### config.mk
export PLATFORM = sky130hd
export DESIGN_NAME = oob_framer
export DESIGN_NICKNAME = d
export VERILOG_FILES = /design/src/oob_framer_pkg.sv /design/src/oob_framer.sv
export SDC_FILE = /design/constraint.sdc
export NUM_CORES = 2
export LEC_CHECK = 0
export ABC_AREA = 1
export BUFFER_PORTS_ARGS = -buffer_cell sky130_fd_sc_hd__buf_2
export CORE_ASPECT_RATIO = 1.25
export CORE_UTILIZATION = 40
export DETAILED_ROUTE_END_ITERATION = 16
export GPL_ROUTABILITY_DRIVEN = 0
export PLACE_DENSITY = 0.67
export SLEW_MARGIN = 20
export SYNTH_ARGS = -nofsm -noshare
export SYNTH_HDL_FRONTEND = slang
export SYNTH_SLANG_ARGS = --single-unit
### constraint.sdc
create_clock -name SYS_CLK_I -period 7.45 [get_ports SYS_CLK_I]
set_input_delay 0.3725 -clock SYS_CLK_I [delete_from_list [all_inputs] [get_ports SYS_CLK_I]]
set_output_delay 0.3725 -clock SYS_CLK_I [all_outputs]
set_load 0.02 [all_outputs]
### src/oob_framer_pkg.sv
// Constants, field layouts and carrier types for the out-of-band cell framer
package oob_framer_pkg;

  // ----------------------------------------------------------------
  // Register map (byte addresses)
  // ----------------------------------------------------------------
  localparam logic [11:0] CTRL_OFS = 12'h000;
  localparam logic [11:0] STATUS_OFS = 12'h004;
  localparam logic [11:0] TRAILER_OFS = 12'h008;
  localparam logic [11:0] CHAN_SEL_OFS = 12'h00C;
  localparam logic [11:0] CHAN_INFO_OFS = 12'h010;
  localparam logic [11:0] FLAG_BASE_OFS = 12'h040;
  localparam logic [11:0] FLAG_LAST_OFS = 12'h07C;

  localparam logic [15:0] TRAILER_RST = 16'h0000;
  localparam logic [5:0] CHAN_SEL_RST = 6'h01;

  // ----------------------------------------------------------------
  // Coding constants
  // ----------------------------------------------------------------
  localparam logic [7:0] HEC_COSET = 8'h55;
  localparam logic [7:0] HEC_POLY_LOW = 8'h07;
  localparam logic [7:0] GF_POLY_LOW = 8'h1D;
  localparam logic [5:0] CRC6_POLY_LOW = 6'h03;
  localparam logic [5:0] HDR_LAST = 6'd3;
  localparam logic [5:0] HEC_POS = 6'd4;
  localparam logic [5:0] CELL_BYTES = 6'd53;
  localparam logic [5:0] CODE_LAST = 6'd54;
  localparam int RS_SHORTEN = 200;

  // ----------------------------------------------------------------
  // Interleaver and payload layout
  // ----------------------------------------------------------------
  localparam int IL_DEPTH = 5;
  localparam int IL_M = 11;
  localparam int IL_CELLS = 110;
  localparam logic [2:0] IL_BRANCH_LAST = 3'd4;
  localparam logic [3:0] ROW_LAST = 4'd9;
  localparam logic [2:0] SET_LAST = 3'd7;
  localparam logic [1:0] SET_BYTE_LAST = 2'd2;
  localparam logic [4:0] FLAG_IDX_MAX = 5'd16;
  localparam logic [5:0] BOUNDARY_WIDE = 6'd55;

  typedef enum {SEQ_LEAD, SEQ_CODED, SEQ_TAIL} seq_state_t;

  // Bit k of the packed set is flag bit k
  typedef struct packed {
    logic [5:0] crc;
    logic [1:0] resv_ctrl;
    logic [8:0] rx_ind;
    logic [5:0] boundary_code_bits;
    logic ranging_indicator_bit;
  } flag_set_t;

  typedef struct packed {
    logic [7:0] data;
    logic sof;
    logic coded;
  } out_beat_t;

endpackage

### src/oob_framer.sv
// Downstream payload framer: HEC, RS(55,53), depth-5 interleaver, MAC flag sets
// ------------------------------------------------------------------
`timescale 1ns/1ps
`default_nettype none

module oob_framer (
  input wire logic SYS_CLK_I,
  input wire logic RST_I,
  input wire logic PSEL_I,
  input wire logic PENABLE_I,
  input wire logic PWRITE_I,
  input wire logic [31:0] PADDR_I,
  input wire logic [31:0] PWDATA_I,
  output logic [31:0] PRDATA_O,
  output logic PREADY_O,
  output logic PSLVERR_O,
  input wire logic [7:0] CELL_DATA_I,
  input wire logic CELL_VALID_I,
  output logic CELL_READY_O,
  output oob_framer_pkg::out_beat_t OUT_BEAT_O,
  output logic OUT_VALID_O,
  input wire logic OUT_READY_I
);
  import oob_framer_pkg::*;

  // ----------------------------------------------------------------
  // Functions
  // ----------------------------------------------------------------
  function automatic logic [7:0] gf_mul2(input logic [7:0] x);
    gf_mul2 = {x[6:0], 1'b0} ^ (x[7] ? GF_POLY_LOW : 8'h00);
  endfunction

  function automatic logic [7:0] hec_step(input logic [7:0] crc, input logic [7:0] b);
    logic [7:0] r;
    logic fb;
    r = crc;
    for (int i = 7; i >= 0; i--) begin
      fb = r[7] ^ b[i];
      r = {r[6:0], 1'b0} ^ (fb ? HEC_POLY_LOW : 8'h00);
    end
    hec_step = r;
  endfunction

  // Remainder bit 5 (first sent) lands on flag bit 18
  function automatic logic [5:0] flag_crc(input logic [17:0] d);
    logic [5:0] r;
    logic fb;
    r = 6'h00;
    for (int i = 0; i < 18; i++) begin
      fb = r[5] ^ d[i];
      r = {r[4:0], 1'b0} ^ (fb ? CRC6_POLY_LOW : 6'h00);
    end
    for (int i = 0; i < 6; i++) begin
      flag_crc[i] = r[5 - i];
    end
  endfunction

  function automatic logic [7:0] flag_byte(input flag_set_t s, input logic [1:0] k);
    logic [23:0] v;
    v = s;
    flag_byte = 8'h00;
    for (int i = 0; i < 8; i++) begin
      flag_byte[7 - i] = v[8 * k + i];
    end
  endfunction

  function automatic logic [6:0] il_base(input int j);
    il_base = 7'(IL_M * j * (j - 1) / 2);
  endfunction

  // ----------------------------------------------------------------
  // APB decode
  // ----------------------------------------------------------------
  logic enable_q;
  logic [15:0] trailer_q;
  logic [5:0] chan_sel_q;
  flag_set_t flags_q [16];
  logic [31:0] prdata_q;
  logic pslverr_q;
  logic [15:0] sf_count_q;
  logic [15:0] cell_count_q;
  logic sf_b_q;

  wire [11:0] ofs = PADDR_I[11:0];
  wire page_ok = (PADDR_I[31:12] == 20'h0_0000) && (ofs[1:0] == 2'b00);
  wire hit_ctrl = page_ok && (ofs == CTRL_OFS);
  wire hit_status = page_ok && (ofs == STATUS_OFS);
  wire hit_trailer = page_ok && (ofs == TRAILER_OFS);
  wire hit_sel = page_ok && (ofs == CHAN_SEL_OFS);
  wire hit_info = page_ok && (ofs == CHAN_INFO_OFS);
  wire hit_flag = page_ok && (ofs >= FLAG_BASE_OFS) && (ofs <= FLAG_LAST_OFS);
  wire hit_any = hit_ctrl | hit_status | hit_trailer | hit_sel | hit_info | hit_flag;
  wire [3:0] flag_idx = ofs[5:2];
  wire apb_setup = PSEL_I & ~PENABLE_I;
  wire apb_wr = PSEL_I & PENABLE_I & PWRITE_I & hit_any;

  // ----------------------------------------------------------------
  // Channel flag query
  // ----------------------------------------------------------------
  wire [4:0] chan_idx = chan_sel_q[4:0];
  wire chan_fast = chan_sel_q[5];
  wire [5:0] chan_sets = chan_fast ? 6'd4 : 6'd2;
  wire [5:0] chan_end = 6'(chan_idx) + chan_sets - 6'd1;
  wire chan_idx_ok = (chan_idx != 5'd0) && (chan_idx <= FLAG_IDX_MAX);
  wire chan_valid = chan_idx_ok && (chan_end <= 6'(FLAG_IDX_MAX));
  wire [3:0] chan_first = chan_idx[3:0] - 4'd1;
  flag_set_t chan_set;
  assign chan_set = flags_q[chan_first];
  // codes 55-63 widen the ranging region beyond three slots
  wire chan_wide = chan_set.boundary_code_bits >= BOUNDARY_WIDE;
  wire chan_rng3 = chan_set.ranging_indicator_bit & ~chan_wide;
  // span k of the channel covers slots 9k+1 to 9k+9
  wire [5:0] chan_last_slot = chan_sets * 6'd9;
  wire [31:0] chan_info = {13'h0000, chan_last_slot, chan_wide, chan_rng3,
                           chan_set.boundary_code_bits, chan_set.ranging_indicator_bit,
                           chan_sets[2:0], chan_valid};

  wire [31:0] rd_mux = hit_ctrl ? {31'h0000_0000, enable_q} :
                       hit_status ? {cell_count_q[14:0], sf_b_q, sf_count_q} :
                       hit_trailer ? {16'h0000, trailer_q} :
                       hit_sel ? {26'h000_0000, chan_sel_q} :
                       hit_info ? chan_info :
                       hit_flag ? {8'h00, flags_q[flag_idx]} : 32'h0000_0000;

  // Read data is captured in the setup cycle so it leaves a flop
  always_ff @(posedge SYS_CLK_I) begin
    if (RST_I) begin
      prdata_q <= 32'h0000_0000;
      pslverr_q <= 1'b0;
    end else if (apb_setup) begin
      prdata_q <= PWRITE_I ? 32'h0000_0000 : rd_mux;
      pslverr_q <= ~hit_any;
    end
  end

  assign PRDATA_O = prdata_q;
  assign PSLVERR_O = pslverr_q;
  assign PREADY_O = 1'b1;

  always_ff @(posedge SYS_CLK_I) begin
    if (RST_I) begin
      enable_q <= 1'b0;
      trailer_q <= TRAILER_RST;
      chan_sel_q <= CHAN_SEL_RST;
    end else if (apb_wr) begin
      if (hit_ctrl) begin
        enable_q <= PWDATA_I[0];
      end
      if (hit_trailer) begin
        trailer_q <= PWDATA_I[15:0];
      end
      if (hit_sel) begin
        chan_sel_q <= PWDATA_I[5:0];
      end
    end
  end

  // software writes bits 0-17, hardware fills bits 18-23
  genvar g;
  generate
    for (g = 0; g < 16; g++) begin : g_flag
      always_ff @(posedge SYS_CLK_I) begin
        if (RST_I) begin
          flags_q[g] <= '0;
        end else if (apb_wr && hit_flag && (flag_idx == 4'(g))) begin
          flags_q[g] <= {flag_crc(PWDATA_I[17:0]), PWDATA_I[17:0]};
        end
      end
    end
  endgenerate

  // ----------------------------------------------------------------
  // Payload sequencer
  // ----------------------------------------------------------------
  seq_state_t seq_q;
  logic [3:0] row_q;
  logic [1:0] pos_q;
  logic [2:0] fset_q;
  logic [1:0] fbyte_q;
  logic [5:0] cell_cnt_q;
  logic [7:0] hec_q;
  logic [7:0] rs_r1_q;
  logic [7:0] rs_r0_q;
  logic [2:0] branch_q;
  logic [7:0] il_mem_q [IL_CELLS];
  logic [5:0] il_ptr_q [IL_DEPTH];
  out_beat_t out_q;
  logic out_valid_q;

  wire in_coded = (seq_q == SEQ_CODED);
  wire need_cell = in_coded && (cell_cnt_q < CELL_BYTES);
  wire step = ~out_valid_q | OUT_READY_I;
  wire have = enable_q & (~need_cell | CELL_VALID_I);
  wire fire = step & have;
  assign CELL_READY_O = step & enable_q & need_cell;

  // header byte 5 is replaced by the check over bytes 1-4
  // standard HEC polynomial gives single-correct, multi-detect
  wire [7:0] cell_byte = (cell_cnt_q == HEC_POS) ? (hec_q ^ HEC_COSET) : CELL_DATA_I;
  wire [7:0] parity_byte = (cell_cnt_q == CELL_BYTES) ? rs_r1_q : rs_r0_q;
  wire [7:0] coded_byte = need_cell ? cell_byte : parity_byte;

  // g(x) = x^2 + 3x + 2 in GF(256)
  wire [7:0] rs_fb = cell_byte ^ rs_r1_q;
  wire [7:0] rs_fb2 = gf_mul2(rs_fb);

  // branch j is a ring of 11*j bytes in a shared array
  wire [6:0] il_addr = il_base(int'(branch_q)) + 7'(il_ptr_q[branch_q]);
  // branch 0 passes the byte straight through
  wire [7:0] il_out = (branch_q == 3'd0) ? coded_byte : il_mem_q[il_addr];

  wire last_row = (row_q == ROW_LAST);
  wire tail_flag = row_q[0] & ~last_row;
  wire code_end = in_coded && (cell_cnt_q == CODE_LAST);
  wire tail_end = (seq_q == SEQ_TAIL) && (~last_row || (pos_q == 2'd1));
  wire sf_end = tail_end && last_row;

  flag_set_t cur_set;
  assign cur_set = flags_q[{sf_b_q, fset_q}];
  // each set byte goes out msb first
  wire [7:0] flag_out = flag_byte(cur_set, fbyte_q);
  wire [7:0] trail_out = (pos_q == 2'd0) ? trailer_q[15:8] : trailer_q[7:0];
  // only coded bytes come from the interleaver
  wire [7:0] beat_data = in_coded ? il_out :
                         (seq_q == SEQ_TAIL && last_row) ? trail_out : flag_out;
  wire is_flag = ~in_coded && ~((seq_q == SEQ_TAIL) && last_row);

  always_ff @(posedge SYS_CLK_I) begin
    if (RST_I || !enable_q) begin
      seq_q <= SEQ_LEAD;
      row_q <= 4'd0;
      pos_q <= 2'd0;
      sf_b_q <= 1'b0;
    end else if (fire) begin
      case (seq_q)
        SEQ_LEAD: begin
          // two flag bytes, then a coded packet starts
          pos_q <= pos_q + 2'd1;
          if (pos_q == 2'd1) begin
            seq_q <= SEQ_CODED;
            pos_q <= 2'd0;
          end
        end
        SEQ_CODED: begin
          if (code_end) begin
            seq_q <= (tail_flag || last_row) ? SEQ_TAIL : SEQ_LEAD;
            row_q <= (tail_flag || last_row) ? row_q : row_q + 4'd1;
          end
        end
        default: begin
          pos_q <= pos_q + 2'd1;
          if (tail_end) begin
            seq_q <= SEQ_LEAD;
            pos_q <= 2'd0;
            // ten packets, then the group restarts with the superframe
            row_q <= last_row ? 4'd0 : row_q + 4'd1;
            sf_b_q <= sf_end ? ~sf_b_q : sf_b_q;
          end
        end
      endcase
    end
  end

  // Flag byte pointer walks R1a..R8c across the superframe
  always_ff @(posedge SYS_CLK_I) begin
    if (RST_I || !enable_q) begin
      fset_q <= 3'd0;
      fbyte_q <= 2'd0;
    end else if (fire && is_flag) begin
      fbyte_q <= (fbyte_q == SET_BYTE_LAST) ? 2'd0 : fbyte_q + 2'd1;
      if (fbyte_q == SET_BYTE_LAST) begin
        fset_q <= (fset_q == SET_LAST) ? 3'd0 : fset_q + 3'd1;
      end
    end
  end

  // ----------------------------------------------------------------
  // HEC and RS encoder
  // ----------------------------------------------------------------
  // leading zeros never disturb a zero-state encoder, so the
  // shortened code starts from a cleared state and emits nothing extra
  always_ff @(posedge SYS_CLK_I) begin
    if (RST_I || !enable_q) begin
      cell_cnt_q <= 6'd0;
      hec_q <= 8'h00;
      rs_r1_q <= 8'h00;
      rs_r0_q <= 8'h00;
    end else if (fire && in_coded) begin
      cell_cnt_q <= code_end ? 6'd0 : cell_cnt_q + 6'd1;
      if (cell_cnt_q <= HDR_LAST) begin
        hec_q <= hec_step(hec_q, CELL_DATA_I);
      end else if (code_end) begin
        hec_q <= 8'h00;
      end
      // two parity registers for t = 1
      if (need_cell) begin
        rs_r1_q <= rs_r0_q ^ rs_fb2 ^ rs_fb;
        rs_r0_q <= rs_fb2;
      end else if (code_end) begin
        rs_r1_q <= 8'h00;
        rs_r0_q <= 8'h00;
      end
    end
  end

  // ----------------------------------------------------------------
  // Convolutional interleaver
  // ----------------------------------------------------------------
  // five branches on the coded byte stream
  always_ff @(posedge SYS_CLK_I) begin
    if (RST_I || !enable_q) begin
      branch_q <= 3'd0;
    end else if (fire && in_coded) begin
      // one switch position per byte, in and out together
      branch_q <= (branch_q == IL_BRANCH_LAST) ? 3'd0 : branch_q + 3'd1;
    end
  end

  always_ff @(posedge SYS_CLK_I) begin
    if (fire && in_coded && branch_q != 3'd0) begin
      il_mem_q[il_addr] <= coded_byte;
    end
  end

  generate
    for (g = 0; g < IL_DEPTH; g++) begin : g_ptr
      always_ff @(posedge SYS_CLK_I) begin
        if (RST_I) begin
          il_ptr_q[g] <= 6'd0;
        end else if (fire && in_coded && branch_q == 3'(g) && g != 0) begin
          il_ptr_q[g] <= (il_ptr_q[g] == 6'(IL_M * g - 1)) ? 6'd0 : il_ptr_q[g] + 6'd1;
        end
      end
    end
  endgenerate

  // ----------------------------------------------------------------
  // Output stage and counters
  // ----------------------------------------------------------------
  always_ff @(posedge SYS_CLK_I) begin
    if (RST_I) begin
      out_q <= '0;
      out_valid_q <= 1'b0;
    end else if (step) begin
      out_valid_q <= fire;
      if (fire) begin
        out_q.data <= beat_data;
        out_q.sof <= (seq_q == SEQ_LEAD) && (row_q == 4'd0) && (pos_q == 2'd0);
        out_q.coded <= in_coded;
      end
    end
  end

  assign OUT_BEAT_O = out_q;
  assign OUT_VALID_O = out_valid_q;

  always_ff @(posedge SYS_CLK_I) begin
    if (RST_I) begin
      sf_count_q <= 16'h0000;
      cell_count_q <= 16'h0000;
    end else begin
      if (fire && sf_end) begin
        sf_count_q <= sf_count_q + 16'h0001;
      end
      if (fire && code_end) begin
        cell_count_q <= cell_count_q + 16'h0001;
      end
    end
  end

endmodule

`default_nettype wire

==> results.sh <==
export IMPL_cts_root_buf="clkbuf_16"
export IMPL_grt_overflow=0
export IMPL_cp_max_fo=13
export IMPL_fillCellCount=15850
export IMPL_row_count=169
export IMPL_grt_max_degree=202
export IMPL_setup_viol=0
export IMPL_post_route_min_period_ns=7.247
export IMPL_fp_dieH_um=465.7
export IMPL_dp_hpwl_mm=130.7
export IMPL_io_pins=125
export IMPL_area_delta_synth_final_pct=10.81
export IMPL_crit_top_cell="inv_1"
export IMPL_grt_pass1_vias=52620
export IMPL_yosysUniqueCellTypes=60
export IMPL_drive_above_1_share=0.07081
export IMPL_mostFrequentLayoutCells="2895 x nand2_1, 1288 x edfxtp_1, 832 x nor2_1"
export IMPL_drc_errors=0
export IMPL_max_freq_mhz=138.0
export IMPL_synth_edf_count=1288
export IMPL_stdcell_area_mm2=0.07623
export IMPL_ys_seq_elements=1436
export IMPL_hold_path_class="primary input to flip-flop"
export IMPL_postRouteAntennaNets=0
export IMPL_dr_pass1_iters=9
export IMPL_worstPathRequired_ns=7.86
export IMPL_ys_warn_count=0
export IMPL_grt_antenna_before_repair=6
export IMPL_path_cells="inv_1 -> ha_1 -> ha_1 -> inv_1 -> nor2_1 -> fa_1 -> inv_1 -> fa_1 -> inv_1 -> fa_1 -> ha_1 -> inv_1 -> fa_1 -> inv_1 -> ha_1 -> nand2_1 -> o21ai_1 -> xor2_2 -> inv_2 -> nor2_1 -> nand2_1 -> nor2_1"
export IMPL_grt_usage=0.2412
export IMPL_dpl_instance_area_mm2=0.07138
export IMPL_grt_first_pass_wirelength_mm=317.8
export IMPL_initial_core_util=0.4042
export IMPL_placed_cells=9545
export IMPL_status="complete, no violations"
export IMPL_cp_start_kind="flip-flop"
export IMPL_synth_net_count=7699
export IMPL_cap_violations=0
export IMPL_nNetsFinal=7626
export IMPL_p_leak_nw=28.80
export IMPL_rsz0062_at_grt="yes"
export IMPL_hold_viol_final=0
export IMPL_setup_tns_ns=0
export IMPL_clock_latency_ns=0.81
export IMPL_port_buffers=109
export IMPL_die_w_um=372.9
export IMPL_clk_pin_slew_worst_paths_ns=0.06
export IMPL_synth_ff_type="edfxtp_1"
export IMPL_min_period_over_period=0.9727
export IMPL_syn_inst=7553
export IMPL_layout_commonest_cell="nand2_1"
export IMPL_finalClockSkew_ns=0.03991
export IMPL_syn_area_mm2=0.06880
export IMPL_cts_buffers=150
export IMPL_layout_cells_non_filler=9825
export IMPL_cts_max_level=4
export IMPL_path_class="flip-flop to flip-flop"
export IMPL_slew_violations=0
export IMPL_vdd_drop_max_mv=0.2336
export IMPL_synthArstFlopShare=0
export IMPL_crit_path_top_delay_cell="nor2_1"
export IMPL_powerDensity_mw_per_mm2=224.6
export IMPL_cts_resized=0
export IMPL_num_vias=54930
export IMPL_avgRoutedWirePerCell_um=21.89
export IMPL_die_area_mm2=0.1737
export IMPL_via_per_inst=5.590
export IMPL_end_kind="flip-flop"
export IMPL_arrival_ns=7.66
export IMPL_power_mw=17.12
export IMPL_cts_num_sinks=1436
export IMPL_slew_headroom=0.2059
export IMPL_wl_mm=215.0
export IMPL_drt_initial_drc_count=7393
export IMPL_tightest_slew_ns=1.190
export IMPL_ys_seq_area_frac=0.6053
export IMPL_cpPeakStageDelay_ns=0.66
export IMPL_syn_avg_cell_area_um2=9.109
export IMPL_core_area_mm2=0.1702
export IMPL_cts_tree="done"
export IMPL_cts_setup_buffers=0
export IMPL_clockBufferDepth=3
==> path summary, 6_finish.rpt <==
kind	to	from	cells past startpoint	slack [ns]
worst min-delay path	hec_q[2]	CELL_DATA_I[2]	5	0.09
worst min register to register	PRDATA_O[29]	PRDATA_O[29]	2	0.46
worst max-delay path	il_mem_q[46][4]	branch_q[1]	22	0.20
worst max register to register	il_mem_q[46][4]	branch_q[1]	22	0.20
==> power breakdown <==
part | total (mW) | switching [mW] | leakage, nW | internal, mW
Sequential | 8.85 | 0.0639 | 11.8 | 8.79
Combinational | 0.909 | 0.692 | 14.7 | 0.217
Clock | 7.36 | 3.15 | 2.33 | 4.21
==> cell families (layout without fill, tap and decap cells) <==
group	count (synthesis)	in the layout	share of synthesized area
xor gates and xnor gates	98	98	0.01379
other	2	6	0.0001092
AOI/OAI and AO/OA	1076	1076	0.08759
DFF	1436	1436	0.6053
adders and majority gates	67	67	0.01339
and+or+nand+nor	4119	4119	0.2361
muxes	1	1	0.0001455
buffers and inverters	754	799	0.04363
==> final cells by class <==
type | instances | area (µm²) | area share
antenna | 4 | 10.01 | 0.0001313
timing repair buffer | 219 | 1481 | 0.01943
inverter | 310 | 1190 | 0.01561
clock inverter | 84 | 758.2 | 0.009946
clock buffer | 186 | 4016 | 0.05269
tap | 2223 | 2781 | 0.03649
sequential | 1436 | 41650 | 0.5463
multi-input combinational | 5363 | 24350 | 0.3194
==> Yosys cell counts (all sizes together), types with 57 or more instances <==
master / instances / share of area
nand3: 243 / 0.019
o22ai: 184 / 0.017
clkbuf: 269 / 0.015
inv: 284 / 0.016
buf: 175 / 0.012
xor2: 57 / 0.0082
o211ai: 104 / 0.011
dfxtp: 148 / 0.043
nor2: 861 / 0.049
nand2: 2907 / 0.16
edfxtp: 1288 / 0.56
a21oi: 292 / 0.021
o21ai: 437 / 0.032
==> per-stage QoR <==
stage	util	setup WS, ns	hold slack (ns)
after floorplan	-	1.278	0.4391
after global placement	0.4193	0.2883	0.4524
after detailed placement	0.4193	0.3253	0.4548
after CTS	0.4477	0.2704	0.03367
after global routing	0.4478	-0.05210	0.1046
final	0.4479	0.2035	0.09078
==> routing by layer <==
| metal | wire [µm] | global-route usage |
|---|---|---|
| met1 | 78650 | 0.2874 |
| met5 | 22 | 0 |
| met3 | 22180 | 0.05612 |
| met2 | 99640 | 0.3954 |
| met4 | 14550 | 0.1495 |
==> flip-flops by register name, summed over array words and instances, names as in the netlist, 3 cells and up, named ones only <==
signal / count
il_mem_q: 880
flags_q: 384
PRDATA_O: 32
il_ptr_q: 24
sf_count_q: 16
trailer_q: 16
cell_count_q: 15
OUT_BEAT_O: 10
hec_q: 8
rs_r0_q: 8
rs_r1_q: 8
cell_cnt_q: 6
chan_sel_q: 6
row_q: 4
branch_q: 3
fset_q: 3
==> worst max-delay path, delay by kind of cell (launching register included) <==
| family | cells | cell delay [ns] |
|---|---|---|
| buffers and inverters | 7 | 0.57 |
| AO/OA/AOI/OAI | 1 | 0.21 |
| flip-flops | 1 | 0.41 |
| XOR/XNOR | 1 | 0.64 |
| AND/OR/NAND/NOR | 5 | 1.80 |
| adder cells (fa/ha/maj) | 8 | 3.23 |
==> timing repair <==
action | 4_1_cts | 5_1_grt
endpoints found under the hold margin | 4 | 0
hold buffers | 6 | 0
endpoints found under the setup margin | 0 | 42
Note: power is estimated with default switching activity, not from simulation.
